File: src/logic/pg_seq_pkg.sv
// power-good sequencing package: register map, reset values, delay tables, carriers
// assumes a single 25 MHz core clock and a free-running slow tick derived from it
`default_nettype none
package pg_seq_pkg;
   // core clock and slow tick
   localparam int          CLOCK_PERIOD_NS = 40;
   localparam int          TICK_PERIOD_NS  = 30500;
   localparam int          TICK_CYCLES     = (TICK_PERIOD_NS + CLOCK_PERIOD_NS - 1)
                                             / CLOCK_PERIOD_NS;
   localparam int          TICK_CNT_W      = $clog2(TICK_CYCLES);
   localparam int          DELAY_CNT_W     = 12;    // holds the longest delay, 3280 ticks
   localparam int          RAIL_COUNT      = 8;

   // register offsets
   localparam logic [7:0]  ADDR_PG_DELAY   = 8'h40;
   localparam logic [7:0]  ADDR_CTRL_EN    = 8'h41;
   localparam logic [7:0]  ADDR_WR_LOCK    = 8'h42;
   localparam logic [7:0]  ADDR_PIN_MASK   = 8'h43;

   // reset values
   localparam logic [6:0]  RST_PG_DELAY    = 7'h5f;  // bit 7 is reserved and not stored
   localparam logic [7:0]  RST_CTRL_EN     = 8'h00;
   localparam logic        RST_WR_LOCK     = 1'b0;
   localparam logic [7:0]  RST_PIN_MASK    = 8'h00;

   // field positions in the power-good delay, controller enable and write lock registers
   localparam int          RESUME_SEL_LSB  = 5;
   localparam int          HUB_SEL_LSB     = 3;
   localparam int          SYS_SEL_LSB     = 0;
   localparam int          CTRL_S4_BIT     = 1;
   localparam int          CTRL_DS4_BIT    = 0;
   localparam int          WR_LOCK_BIT     = 0;

   // register access request from the serial interface front end
   typedef struct packed {
      logic [7:0] addr;
      logic       wr;
      logic       rd;
      logic [7:0] wdata;
   } reg_req_t;

   // delayed power-good outputs
   typedef struct packed {
      logic resume_reset_powergood;
      logic platform_hub_power_ok;
      logic system_power_ok;
   } pg_out_t;

   // delay tables in slow-tick periods; zero means no delay
   function automatic logic [DELAY_CNT_W-1:0] resume_delay(input logic [1:0] sel);
      case (sel)
         2'h0:    resume_delay = 12'd0;
         2'h1:    resume_delay = 12'd164;
         2'h2:    resume_delay = 12'd360;
         default: resume_delay = 12'd721;
      endcase
   endfunction : resume_delay

   function automatic logic [DELAY_CNT_W-1:0] hub_delay(input logic [1:0] sel);
      case (sel)
         2'h0:    hub_delay = 12'd82;
         2'h1:    hub_delay = 12'd164;
         2'h2:    hub_delay = 12'd328;
         default: hub_delay = 12'd656;
      endcase
   endfunction : hub_delay

   function automatic logic [DELAY_CNT_W-1:0] sys_delay(input logic [2:0] sel);
      case (sel)
         3'h0:    sys_delay = 12'd82;
         3'h1:    sys_delay = 12'd164;
         3'h2:    sys_delay = 12'd328;
         3'h3:    sys_delay = 12'd492;
         3'h4:    sys_delay = 12'd656;
         3'h5:    sys_delay = 12'd1640;
         3'h6:    sys_delay = 12'd2460;
         default: sys_delay = 12'd3280;
      endcase
   endfunction : sys_delay
endpackage : pg_seq_pkg
`default_nettype wire

File: src/logic/powergood_delay_and_rail_enable_ctrl.sv
// power-good delay timing and regulator enable selection
// assumes register requests arrive on the core clock from a serial front end, and that
// power-good and enable pins are asynchronous and are synchronised here
`default_nettype none

// Overview of operation
// - resume power-good delayed by 2-bit select
// - hub power-ok follows all-rails good, 2-bit delay
// - system power-ok follows all-rails good, 3-bit delay
// - delay register resets 0x5f, bit 7 zero
// - lock bit blocks rail control register writes
// - mask bit zero: enable pin drives regulator
// - mask bit one: software enable drives regulator
// - mask bits map rails 7..0, reset zero
module powergood_delay_and_rail_enable_ctrl
   import pg_seq_pkg::*;
#(
   parameter int RAILS = RAIL_COUNT
) (
   // clock and reset
   input  wire logic             clock,
   input  wire logic             nrst,
   // register access
   input  wire reg_req_t         reg_req,
   output logic [7:0]            reg_rdata,
   output logic                  reg_rvalid,
   // power-good references (pins)
   input  wire logic             resume_rails_powergood,
   input  wire logic             all_rails_powergood,
   // delayed power-good outputs
   output pg_out_t               pg_out,
   // rail enables: pins, software fields, results
   input  wire logic [RAILS-1:0] rail_enable_pin,
   input  wire logic [RAILS-1:0] rail_software_enable,
   output logic [RAILS-1:0]      rail_enable,
   // rail control register write gating
   input  wire logic             rail_ctl_wr,
   output logic                  rail_ctl_wr_allowed,
   output logic                  control_write_lock,
   // stored controller enables
   output logic                  controller_sleep_s4_enable,
   output logic                  controller_deep_s4_enable
);

   // register state
   logic [6:0]            powergood_delay_cfg_reg;
   logic [7:0]            controller_state_enable_reg;
   logic                  control_write_lock_reg;
   logic [7:0]            rail_enable_pin_mask_reg;

   // synchronisers
   logic [1:0]            ref_meta_reg;
   logic [1:0]            ref_sync_reg;
   logic [RAILS-1:0]      pin_meta_reg;
   logic [RAILS-1:0]      pin_sync_reg;

   // slow tick
   logic [TICK_CNT_W-1:0] tick_cnt_reg;
   logic                  tick;

   // delay channels: 0 resume, 1 hub, 2 system
   logic [2:0]                  chan_ref;
   logic [DELAY_CNT_W-1:0]      chan_target [3];
   logic [DELAY_CNT_W-1:0]      chan_cnt_reg [3];
   logic [2:0]                  chan_out_reg;

   // register writes; reserved bit 7 of the delay register is not stored
   always_ff @(posedge clock or negedge nrst) begin
      if (!nrst) begin
         powergood_delay_cfg_reg     <= RST_PG_DELAY;
         controller_state_enable_reg <= RST_CTRL_EN;
         control_write_lock_reg      <= RST_WR_LOCK;
         rail_enable_pin_mask_reg    <= RST_PIN_MASK;
      end else if (reg_req.wr) begin
         case (reg_req.addr)
            ADDR_PG_DELAY: begin
               powergood_delay_cfg_reg <= reg_req.wdata[6:0];
            end
            ADDR_CTRL_EN: begin
               controller_state_enable_reg <= reg_req.wdata;
            end
            ADDR_WR_LOCK: begin
               control_write_lock_reg <= reg_req.wdata[WR_LOCK_BIT];
            end
            ADDR_PIN_MASK: begin
               rail_enable_pin_mask_reg <= reg_req.wdata;
            end
            default: begin
            end
         endcase
      end
   end

   // register reads answer one cycle after the request; unmapped reads give zero
   always_ff @(posedge clock or negedge nrst) begin
      if (!nrst) begin
         reg_rdata  <= 8'h00;
         reg_rvalid <= 1'b0;
      end else begin
         reg_rvalid <= reg_req.rd;
         if (reg_req.rd) begin
            case (reg_req.addr)
               ADDR_PG_DELAY: begin
                  reg_rdata <= {1'b0, powergood_delay_cfg_reg};
               end
               ADDR_CTRL_EN: begin
                  reg_rdata <= controller_state_enable_reg;
               end
               ADDR_WR_LOCK: begin
                  reg_rdata <= {7'h00, control_write_lock_reg};
               end
               ADDR_PIN_MASK: begin
                  reg_rdata <= rail_enable_pin_mask_reg;
               end
               default: begin
                  reg_rdata <= 8'h00;
               end
            endcase
         end
      end
   end

   // lock gates writes to the rail control registers held elsewhere
   assign control_write_lock  = control_write_lock_reg;
   assign rail_ctl_wr_allowed = rail_ctl_wr & ~control_write_lock_reg;

   // stored controller enables
   assign controller_sleep_s4_enable = controller_state_enable_reg[CTRL_S4_BIT];
   assign controller_deep_s4_enable  = controller_state_enable_reg[CTRL_DS4_BIT];

   // two-stage synchronisers for the power-good reference pins
   always_ff @(posedge clock or negedge nrst) begin
      if (!nrst) begin
         ref_meta_reg <= 2'h0;
         ref_sync_reg <= 2'h0;
      end else begin
         ref_meta_reg <= {all_rails_powergood, resume_rails_powergood};
         ref_sync_reg <= ref_meta_reg;
      end
   end

   // two-stage synchronisers for the regulator enable pins
   always_ff @(posedge clock or negedge nrst) begin
      if (!nrst) begin
         pin_meta_reg <= '0;
         pin_sync_reg <= '0;
      end else begin
         pin_meta_reg <= rail_enable_pin;
         pin_sync_reg <= pin_meta_reg;
      end
   end

   // free-running slow tick prescaler, one pulse every TICK_CYCLES clocks
   always_ff @(posedge clock or negedge nrst) begin
      if (!nrst) begin
         tick_cnt_reg <= '0;
      end else if (tick) begin
         tick_cnt_reg <= '0;
      end else begin
         tick_cnt_reg <= tick_cnt_reg + 1'b1;
      end
   end
   assign tick = (tick_cnt_reg == TICK_CNT_W'(TICK_CYCLES - 1));

   // reference and target per channel
   assign chan_ref       = {ref_sync_reg[1], ref_sync_reg[1], ref_sync_reg[0]};
   assign chan_target[0] = resume_delay(
                              powergood_delay_cfg_reg[RESUME_SEL_LSB +: 2]);
   assign chan_target[1] = hub_delay(
                              powergood_delay_cfg_reg[HUB_SEL_LSB +: 2]);
   assign chan_target[2] = sys_delay(
                              powergood_delay_cfg_reg[SYS_SEL_LSB +: 3]);

   // delay counters: cleared while the reference is low, count ticks after it rises,
   // and the output rises once the count reaches the selected target
   for (genvar c = 0; c < 3; c++) begin : g_delay
      always_ff @(posedge clock or negedge nrst) begin
         if (!nrst) begin
            chan_cnt_reg[c] <= '0;
            chan_out_reg[c] <= 1'b0;
         end else if (!chan_ref[c]) begin
            chan_cnt_reg[c] <= '0;
            chan_out_reg[c] <= 1'b0;
         end else begin
            if (tick && chan_cnt_reg[c] < chan_target[c]) begin
               chan_cnt_reg[c] <= chan_cnt_reg[c] + 1'b1;
            end
            chan_out_reg[c] <= (chan_cnt_reg[c] >= chan_target[c]);
         end
      end
   end

   assign pg_out.resume_reset_powergood = chan_out_reg[0];
   assign pg_out.platform_hub_power_ok  = chan_out_reg[1];
   assign pg_out.system_power_ok        = chan_out_reg[2];

   // regulator enable per rail: pin when unmasked, software field when masked
   for (genvar r = 0; r < RAILS; r++) begin : g_rail
      always_ff @(posedge clock or negedge nrst) begin
         if (!nrst) begin
            rail_enable[r] <= 1'b0;
         end else if (rail_enable_pin_mask_reg[r]) begin
            rail_enable[r] <= rail_software_enable[r];
         end else begin
            rail_enable[r] <= pin_sync_reg[r];
         end
      end
   end

endmodule : powergood_delay_and_rail_enable_ctrl
`default_nettype wire

File: config.mk
export PLATFORM = sky130hd
export DESIGN_NAME = powergood_delay_and_rail_enable_ctrl
export DESIGN_NICKNAME = d
export VERILOG_FILES = /design/src/logic/pg_seq_pkg.sv /design/src/logic/powergood_delay_and_rail_enable_ctrl.sv
export SDC_FILE = /design/constraint.sdc
export NUM_CORES = 1
export LEC_CHECK = 0
export BUFFER_PORTS_ARGS = -buffer_cell sky130_fd_sc_hd__buf_2
export CAP_MARGIN = 20
export CORE_MARGIN = 10
export CORE_UTILIZATION = 40
export CTS_BUF_LIST = sky130_fd_sc_hd__clkbuf_8
export CTS_CLUSTER_DIAMETER = 80
export DETAILED_ROUTE_END_ITERATION = 10
export PLACE_DENSITY_LB_ADDON = 0.15
export SLEW_MARGIN = 20
export SYNTH_ARGS = -nofsm -noshare
export SYNTH_HDL_FRONTEND = slang
export SYNTH_SLANG_ARGS = --single-unit
File: constraint.sdc
create_clock -name clock -period 3.36 [get_ports clock]
set_input_delay 0.336 -clock clock [delete_from_list [all_inputs] [get_ports clock]]
set_output_delay 0.336 -clock clock [all_outputs]
set_load 0.03 [all_outputs]
==> results of run 1 <==
==> per-layer routing <==
layer	vias up	share of wire [%]	global-route usage, %
met1	1999	45	15.1
met4	0	0.79	2.66
met5	-	0	0
met3	6	2.7	3.39
li1	1990	-	-
met2	50	52	22.7
==> worst paths after layout <==
kind | from | endpoint | slack (ps) | depth (start not counted)
worst max-delay path | powergood_delay_cfg_reg[6] | chan_cnt_reg[31] | 280 | 8
max in group asynchronous | nrst | powergood_delay_cfg_reg[1] | 2020 | 3
worst min register to register | ref_meta_reg[1] | ref_sync_reg[1] | 360 | 0
worst max register to register | powergood_delay_cfg_reg[6] | chan_cnt_reg[31] | 280 | 8
min in group asynchronous | nrst | ref_meta_reg[0] | 540 | 2
worst min-delay path | resume_rails_powergood | ref_meta_reg[0] | 50 | 1
==> repair_timing <==
item                                    in CTS  in global routing
buffers inserted                             0                  0
resized for setup                            0                  0
endpoints found under the hold margin        3                  0
hold buffers                                 1                  0
endpoints found under the setup margin       0                  0
==> through the flow <==
stage	hold slack [ps]	util, %
floorplan	40.4	-
global placement	332	44.0
detailed placement	336	44.0
CTS	18.7	45.6
global route	17.1	45.6
finish	46.5	45.6
==> final cells by class <==
| class | count | area share (%) |
|---|---|---|
| flip-flops and latches | 110 | 43.8 |
| multi-input cells | 356 | 41.9 |
| repair buffers | 67 | 5.80 |
| well taps | 180 | 3.57 |
| clock buffers | 9 | 1.97 |
| inverters | 29 | 1.73 |
| clock inverters | 7 | 1.29 |
==> logic make-up after synthesis <==
logic type,Yosys count,synth area share (%)
AND/OR/NAND/NOR,158,15.8
flip-flops,110,49.2
AO/OA/AOI/OAI,104,11.9
buffers and inverters,47,3.77
multiplexers,44,8.81
adder cells (fa/ha/maj),41,9.15
XOR/XNOR,9,1.41
==> cell usage in the layout, fill, tap and decap left out, drive strengths merged, types with 13 or more instances in the layout <==
cell type | netlist | final
nor2 | 25 | 25
a21oi | 35 | 35
mux2 | 33 | 33
nand3 | 15 | 15
ha | 41 | 41
inv | 29 | 33
o21ai | 18 | 18
nand2b | 13 | 13
buf | 3 | 66
o31ai | 13 | 13
dfrtp | 104 | 104
nand2 | 36 | 36
==> power by group <==
group | total [W] | internal, W | switching (W)
registers | 0.00138 | 0.00136 | 0.0000252
clock network | 0.000840 | 0.000357 | 0.000484
logic | 0.000186 | 0.0000758 | 0.000111
==> summary.txt, run 1 <==
Placement
  • Area after detailed placement: roughly 6000 um^2
  • RePlAce Congestion: about 0.8
  • Port Buffer Count: just over 60
  • Dpl hpwl: 8.86 mm
  • Dpl cells: ~740
  • Dpl ws: slightly below 300 ps

Critical path
  • CP Max Fanout: 16
  • CP max stage cell: dfstp_2
  • Worst path cell trace: ha_1 > inv_1 > ha_1 > a211o_1 > or4_1 > a221o_1 > o311ai_0 > o41ai_1
  • Crit Path Category: register to register
  • Crit end category: register
  • Arrival @ worst endpoint: 3340 ps
  • Largest stage delay, worst path: 570 ps
  • Cell family with the largest share of critical-path delay: compound AO/OA/AOI/OAI gates
  • Top cell by count, worst path: ha_1
  • Worst endpoint required time: between 3000 and 4000 ps
  • WP buf/inv: 1
  • Critical path startpoint category: register

Timing
  • Period utilization: 91.8%
  • Final Max Tran Viols: 0
  • Slew @ Worst Pin: 791 ps
  • Count of final hold-check violations: 0
  • Clock period minus worst slack: roughly 3000 ps
  • Setup WS post-layout: between 200 and 300 ps
  • Max Fclk: 324 MHz
  • Final TNS setup: 0 ps
  • Rel. slew slack: a little under half
  • Final setup viols: 0
  • RSZ-0062 raised after global routing: false
  • Post-Route Skew: 18.1 ps

Yosys
  • Synthesized cell area: between 5000 and 6000 um^2
  • Yosys cell types: 57
  • Post-synth top cells: 104 x dfrtp_1, 41 x ha_1, 36 x nand2_1, 35 x a21oi_1, 33 x mux2_2
  • Top cell type's share of synthesized area: between 40% and 50%
  • Top_reg_cell synth: dfrtp_1
  • Post-synth top area cell: dfrtp_1
  • Post-synth EDFFs: 0
  • Post-Synthesis Net Count: 593
  • Register area share after synthesis: ~50%
  • FFs w/ async S/R, synth: between 90% and 100%
  • #FFs+latches synth: 110
  • Most common cell in the synthesized netlist: dfrtp_1
  • Top cells by area in the synthesized netlist: dfrtp_1 46%, ha_1 9.1%, mux2_2 6.6%, a21oi_1 3.1%, dfstp_2 2.8%
  • Synth warn: 0
  • Synth Area per Inst: ~11 um^2
  • Mapped Cells: roughly 500

Cells and area
  • Share of cells above drive strength 1: 22.7%
  • Fin cells: 758
  • Nets: between 600 and 700
  • Final instance area: around 6300 um^2
  • Synthesis-to-layout area growth: 12.4%
  • Seq. cell area: around 2800 um^2
  • N_diodes: 0
  • Fill count: 1,266
  • Largest register FFs: 36
  • Area taken by multi-input logic gates: around 2600 um^2

Floorplan
  • Die Ht: between 100 and 150 um
  • Die width: 138 um
  • Die ar.: 19,200 um^2
  • Initial core utilization: about two fifths
  • Core Area: between 10,000 and 15,000 um^2
  • Ports: 63
  • Rows: between 40 and 50

Power and ir drop
  • PwrDens: approximately 380 nW/um^2
  • Pwr Total: ~0.0024 W
  • VDD IR max: 287 uV
  • Leakage: 2.81 nW

GRT
  • GRT Total Usage: about an eighth
  • Antenna violations before repair: 0
  • Largest net degree at the start of global routing: between 50 and 60
  • Global-route wire length before repair: about 21 mm
  • Vias in the first global route: about 4,200
  • GR Overflow Total: 0

Run status
  • Status: finished, final reports clean

CTS
  • Clk_lat worst skew: slightly below 400 ps
  • CTS Buf Count: 9
  • Worst-path clk slew: 110 ps
  • H-tree depth: 3
  • CTS tree: yes
  • Clock buffer depth: 2
  • Root buf cell: clkbuf_8
  • Clock sinks: 110

Flow run
  • Max cap viols: 0

Routing
  • DRT Pass-1 Iters: 4
  • Initial DRC count: approximately 220
  • Routed Wire Length: around 12 mm
  • Avg Vias per Cell: around 5.3
  • Number of nets with antenna violations after routing: 0
  • Routed WL per cell: 15.9 um
  • Drt drc: 0
  • Vias: just over 4,000

Min path
  • Hold/Removal Path Class: primary input to register
(Power assumes the default switching activity.)
==> run 2, diff against run 1 <==
- ABC_AREA: not set -> 1
==> summary.txt, run 2 <==
Critical path
  • Worst endpoint required time: 3570 ps (was 3620 ps)
  • Crit Path Category: register to register (unchanged)
  • Worst r2r dst: pg_out[2] (was chan_cnt_reg[31])
  • Largest stage delay, worst path: 580 ps (was 570 ps)
  • Cell family with the largest share of critical-path delay: simple AND/OR/NAND/NOR gates (was compound AO/OA/AOI/OAI gates)
  • Cell depth of the worst setup path: 8 (unchanged)
  • CP max stage cell: dfstp_2 (unchanged)
  • Critical path startpoint category: register (unchanged)
  • Worst path cell trace: ha_1 > inv_1 > ha_1 > a21o_1 > nor2_1 > nor2_1 > nor2_1 > a21boi_0 (was ha_1 > inv_1 > ha_1 > a211o_1 > or4_1 > a221o_1 > o311ai_0 > o41ai_1)
  • WP buf/inv: 1 (unchanged)
  • Crit path launch: powergood_delay_cfg_reg[6] (unchanged)
  • CP Max Fanout: 12 (was 16)
  • Crit end category: register (unchanged)
  • CP Capture Point: pg_out[2] (was chan_cnt_reg[31])
  • Internal reg-to-reg setup slack: 940 ps (was 280 ps)
  • Arrival @ worst endpoint: 2630 ps (was 3340 ps)
  • Reg2reg path depth: 8 (unchanged)
  • Worst r2r src: powergood_delay_cfg_reg[6] (unchanged)
  • Top cell by count, worst path: nor2_1 (was ha_1)

Yosys
  • Post-synthesis adder-cell area fraction: 8.22% (was 9.15%)
  • Main combinational cell family by area after synthesis: simple AND/OR/NAND/NOR gates (unchanged)
  • Mux share of post-synthesis cell area: 0% (was 8.81%)
  • Top cells by area in the synthesized netlist: dfrtp_1 42%, nand2_1 14%, ha_1 8.2%, nand3_1 7.5%, inv_1 6.3% (was dfrtp_1 46%, ha_1 9.1%, mux2_2 6.6%, a21oi_1 3.1%, dfstp_2 2.8%)
  • Synth Area in Simple Gates: 30.8% (was 15.8%)
  • Post-synth top cells: 228 x nand2_1, 104 x dfrtp_1, 104 x inv_1, 94 x nand3_1, 51 x nor2_1 (was 104 x dfrtp_1, 41 x ha_1, 36 x nand2_1, 35 x a21oi_1, 33 x mux2_2)
  • Synth Area in XOR/XNOR: 2.53% (was 1.41%)
  • Synthesized cell area: 6240 um^2 (was 5610 um^2)
  • Most common cell in the synthesized netlist: nand2_1 (was dfrtp_1)
  • Mapped Cells: 782 (was 513)
  • Register area share after synthesis: 44.2% (was 49.2%)
  • Top cell type's share of synthesized area: 41.7% (was 46.4%)
  • Post-synth EDFFs: 0 (unchanged)
  • Synth warn: 0 (unchanged)
  • Top_reg_cell synth: dfrtp_1 (unchanged)
  • #FFs+latches synth: 110 (unchanged)
  • FFs w/ async S/R, synth: 100% (unchanged)
  • Synth Area per Inst: 7.98 um^2 (was 10.9 um^2)
  • Post-synthesis compound-gate area fraction: 5.75% (was 11.9%)
  • Post-Synthesis Net Count: 862 (was 593)
  • Post-synth top area cell: dfrtp_1 (unchanged)
  • Yosys cell types: 40 (was 57)

CTS
  • Hold Buf Count CTS: 1 (unchanged)
  • CTS resizes: 0 (unchanged)
  • Worst-path clk slew: 110 ps (about the same)
  • Clock buffer depth: 2 (unchanged)
  • Clock sinks: 110 (unchanged)
  • H-tree depth: 3 (unchanged)
  • CTS Buf Count: 9 (unchanged)
  • Root buf cell: clkbuf_8 (unchanged)
  • Postcts setup bufs: 0 (unchanged)
  • Clk_lat worst skew: 390 ps (about the same)
  • CTS tree: yes (unchanged)

Routing
  • Routed Wire Length: 14.1 mm (was 12.1 mm)
  • Drt drc: 0 (unchanged)
  • Number of nets with antenna violations after routing: 0 (unchanged)
  • DRT Pass-1 Iters: 5 (was 4)
  • Avg Vias per Cell: 4.85 (was 5.34)
  • Initial DRC count: 327 (was 222)
  • Routed WL per cell: 13.4 um (was 15.9 um)
  • Vias: 5,130 (was 4,045)

Floorplan
  • Die Ht: 145 um (was 138 um)
  • Ports: 63 (unchanged)
  • Core Area: 15,300 um^2 (was 13,800 um^2)
  • Rows: 45 (was 43)
  • Initial core utilization: 40.9% (was 40.6%)
  • Die width: 145 um (was 138 um)
  • Die ar.: 21,000 um^2 (was 19,200 um^2)

Timing
  • RSZ-0062 raised after global routing: false (unchanged)
  • Count of final hold-check violations: 0 (unchanged)
  • Rel. slew slack: 50.7% (was 47.2%)
  • Clock period minus worst slack: 2420 ps (was 3080 ps)
  • Final Max Tran Viols: 0 (unchanged)
  • Final TNS setup: 0 ps (unchanged)
  • Post-Route Skew: 17.8 ps (was 18.1 ps)
  • Slew @ Worst Pin: 737 ps (was 791 ps)
  • Period utilization: 72.0% (was 91.8%)
  • Max Fclk: 413 MHz (was 324 MHz)
  • Final setup viols: 0 (unchanged)

Cells and area
  • Share of cells above drive strength 1: 13.5% (was 22.7%)
  • Fin util: 45.5% (was 45.6%)
  • Synthesis-to-layout area growth: 11.3% (was 12.4%)
  • Nets: 921 (was 653)
  • Commonest non-fill, non-tap cell in the layout: nand2_1 (was dfrtp_1)
  • Largest register FFs: 36 (unchanged)
  • N_diodes: 0 (unchanged)
  • Most frequent cells in the layout: 228 x nand2_1, 104 x inv_1, 104 x dfrtp_1 (was 104 x dfrtp_1, 61 x buf_2, 41 x ha_1)
  • Fill count: 1,553 (was 1,266)

Power and ir drop
  • Pwr Total: 0.00250 W (was 0.00241 W)
  • PwrDens: 360 nW/um^2 (was 383 nW/um^2)
  • Leakage: 3.99 nW (was 2.81 nW)
  • VDD IR max: 301 uV (was 287 uV)

GRT
  • GR Overflow Total: 0 (unchanged)
  • Vias in the first global route: 5,105 (was 4,207)
  • GRT Total Usage: 13.9% (was 12.8%)
  • Largest net degree at the start of global routing: 43 (was 57)
  • Antenna violations before repair: 0 (unchanged)
  • Global-route wire length before repair: 24.7 mm (was 20.9 mm)

Placement
  • Port Buffer Count: 62 (unchanged)
  • RePlAce Congestion: 0.787 (was 0.799)
  • Dpl hpwl: 10.7 mm (was 8.86 mm)

Flow run
  • Max cap viols: 0 (unchanged)

Min path
  • Hold/Removal Path Class: primary input to register (unchanged)

Run status
  • Status: finished, final reports clean (unchanged)
==> run 2: worst min-delay path by stage <==
| stage | cells past startpoint | end | slack (ps) | startpoint |
|---|---|---|---|---|
| after detailed placement | 0 | pin_sync_reg[3] | 340 | pin_meta_reg[3] |
| after global routing | 1 | ref_meta_reg[1] | 4 | all_rails_powergood |
| after CTS | 1 | ref_meta_reg[1] | 20 | all_rails_powergood |
| after global placement | 0 | pin_sync_reg[2] | 330 | pin_meta_reg[2] |
| final | 1 | ref_meta_reg[1] | 40 | all_rails_powergood |
| after floorplan | 0 | chan_cnt_reg[0] | 40 | nrst |
==> run 2: through the flow <==
step                setup WS (ps)  area, um^2  hold WS (ps)  instances
floorplan                    1290        6240          40.4        782
detailed placement            955        6730           337       1040
CTS                           935        6950          16.3       1057
global placement             1050        6730           332       1040
global route                  668        6950          3.60       1057
finish                        940        6950          43.1       1057
==> run 2: cell type report <==
cell class | instances | area (um^2) | area share [%]
Timing Repair Buffer | 68 | 360 | 5.19
Sequential cell | 110 | 2760 | 39.7
Clock inverter | 6 | 67.6 | 0.972
Multi-Input combinational cell | 545 | 2960 | 42.5
Inverter | 107 | 404 | 5.82
Clock buffer | 10 | 138 | 1.98
Tap cell | 211 | 264 | 3.80
==> run 2: cells by family after synthesis <==
group / after synthesis
AOI/OAI and AO/OA: 66
xor gates and xnor gates: 18
adders and majority gates: 41
buffers and inverters: 127
DFF: 110
and+or+nand+nor: 420
==> run 2: report_power, final <==
group | internal (W) | switching [W]
Combinational | 0.0000879 | 0.000175
Sequential | 0.00137 | 0.0000318
Clock | 0.000369 | 0.000469
==> run 2: metal layers <==
metal | wire length, um | global-route usage, % | share of wire (%) | vias to the layer above
li1 | - | - | - | 2632
met1 | 6590 | 17.6 | 47 | 2409
met2 | 6980 | 23.1 | 49 | 83
met3 | 486 | 3.04 | 3.4 | 6
met4 | 87 | 4.29 | 0.61 | 0
met5 | 0 | 0 | 0 | -
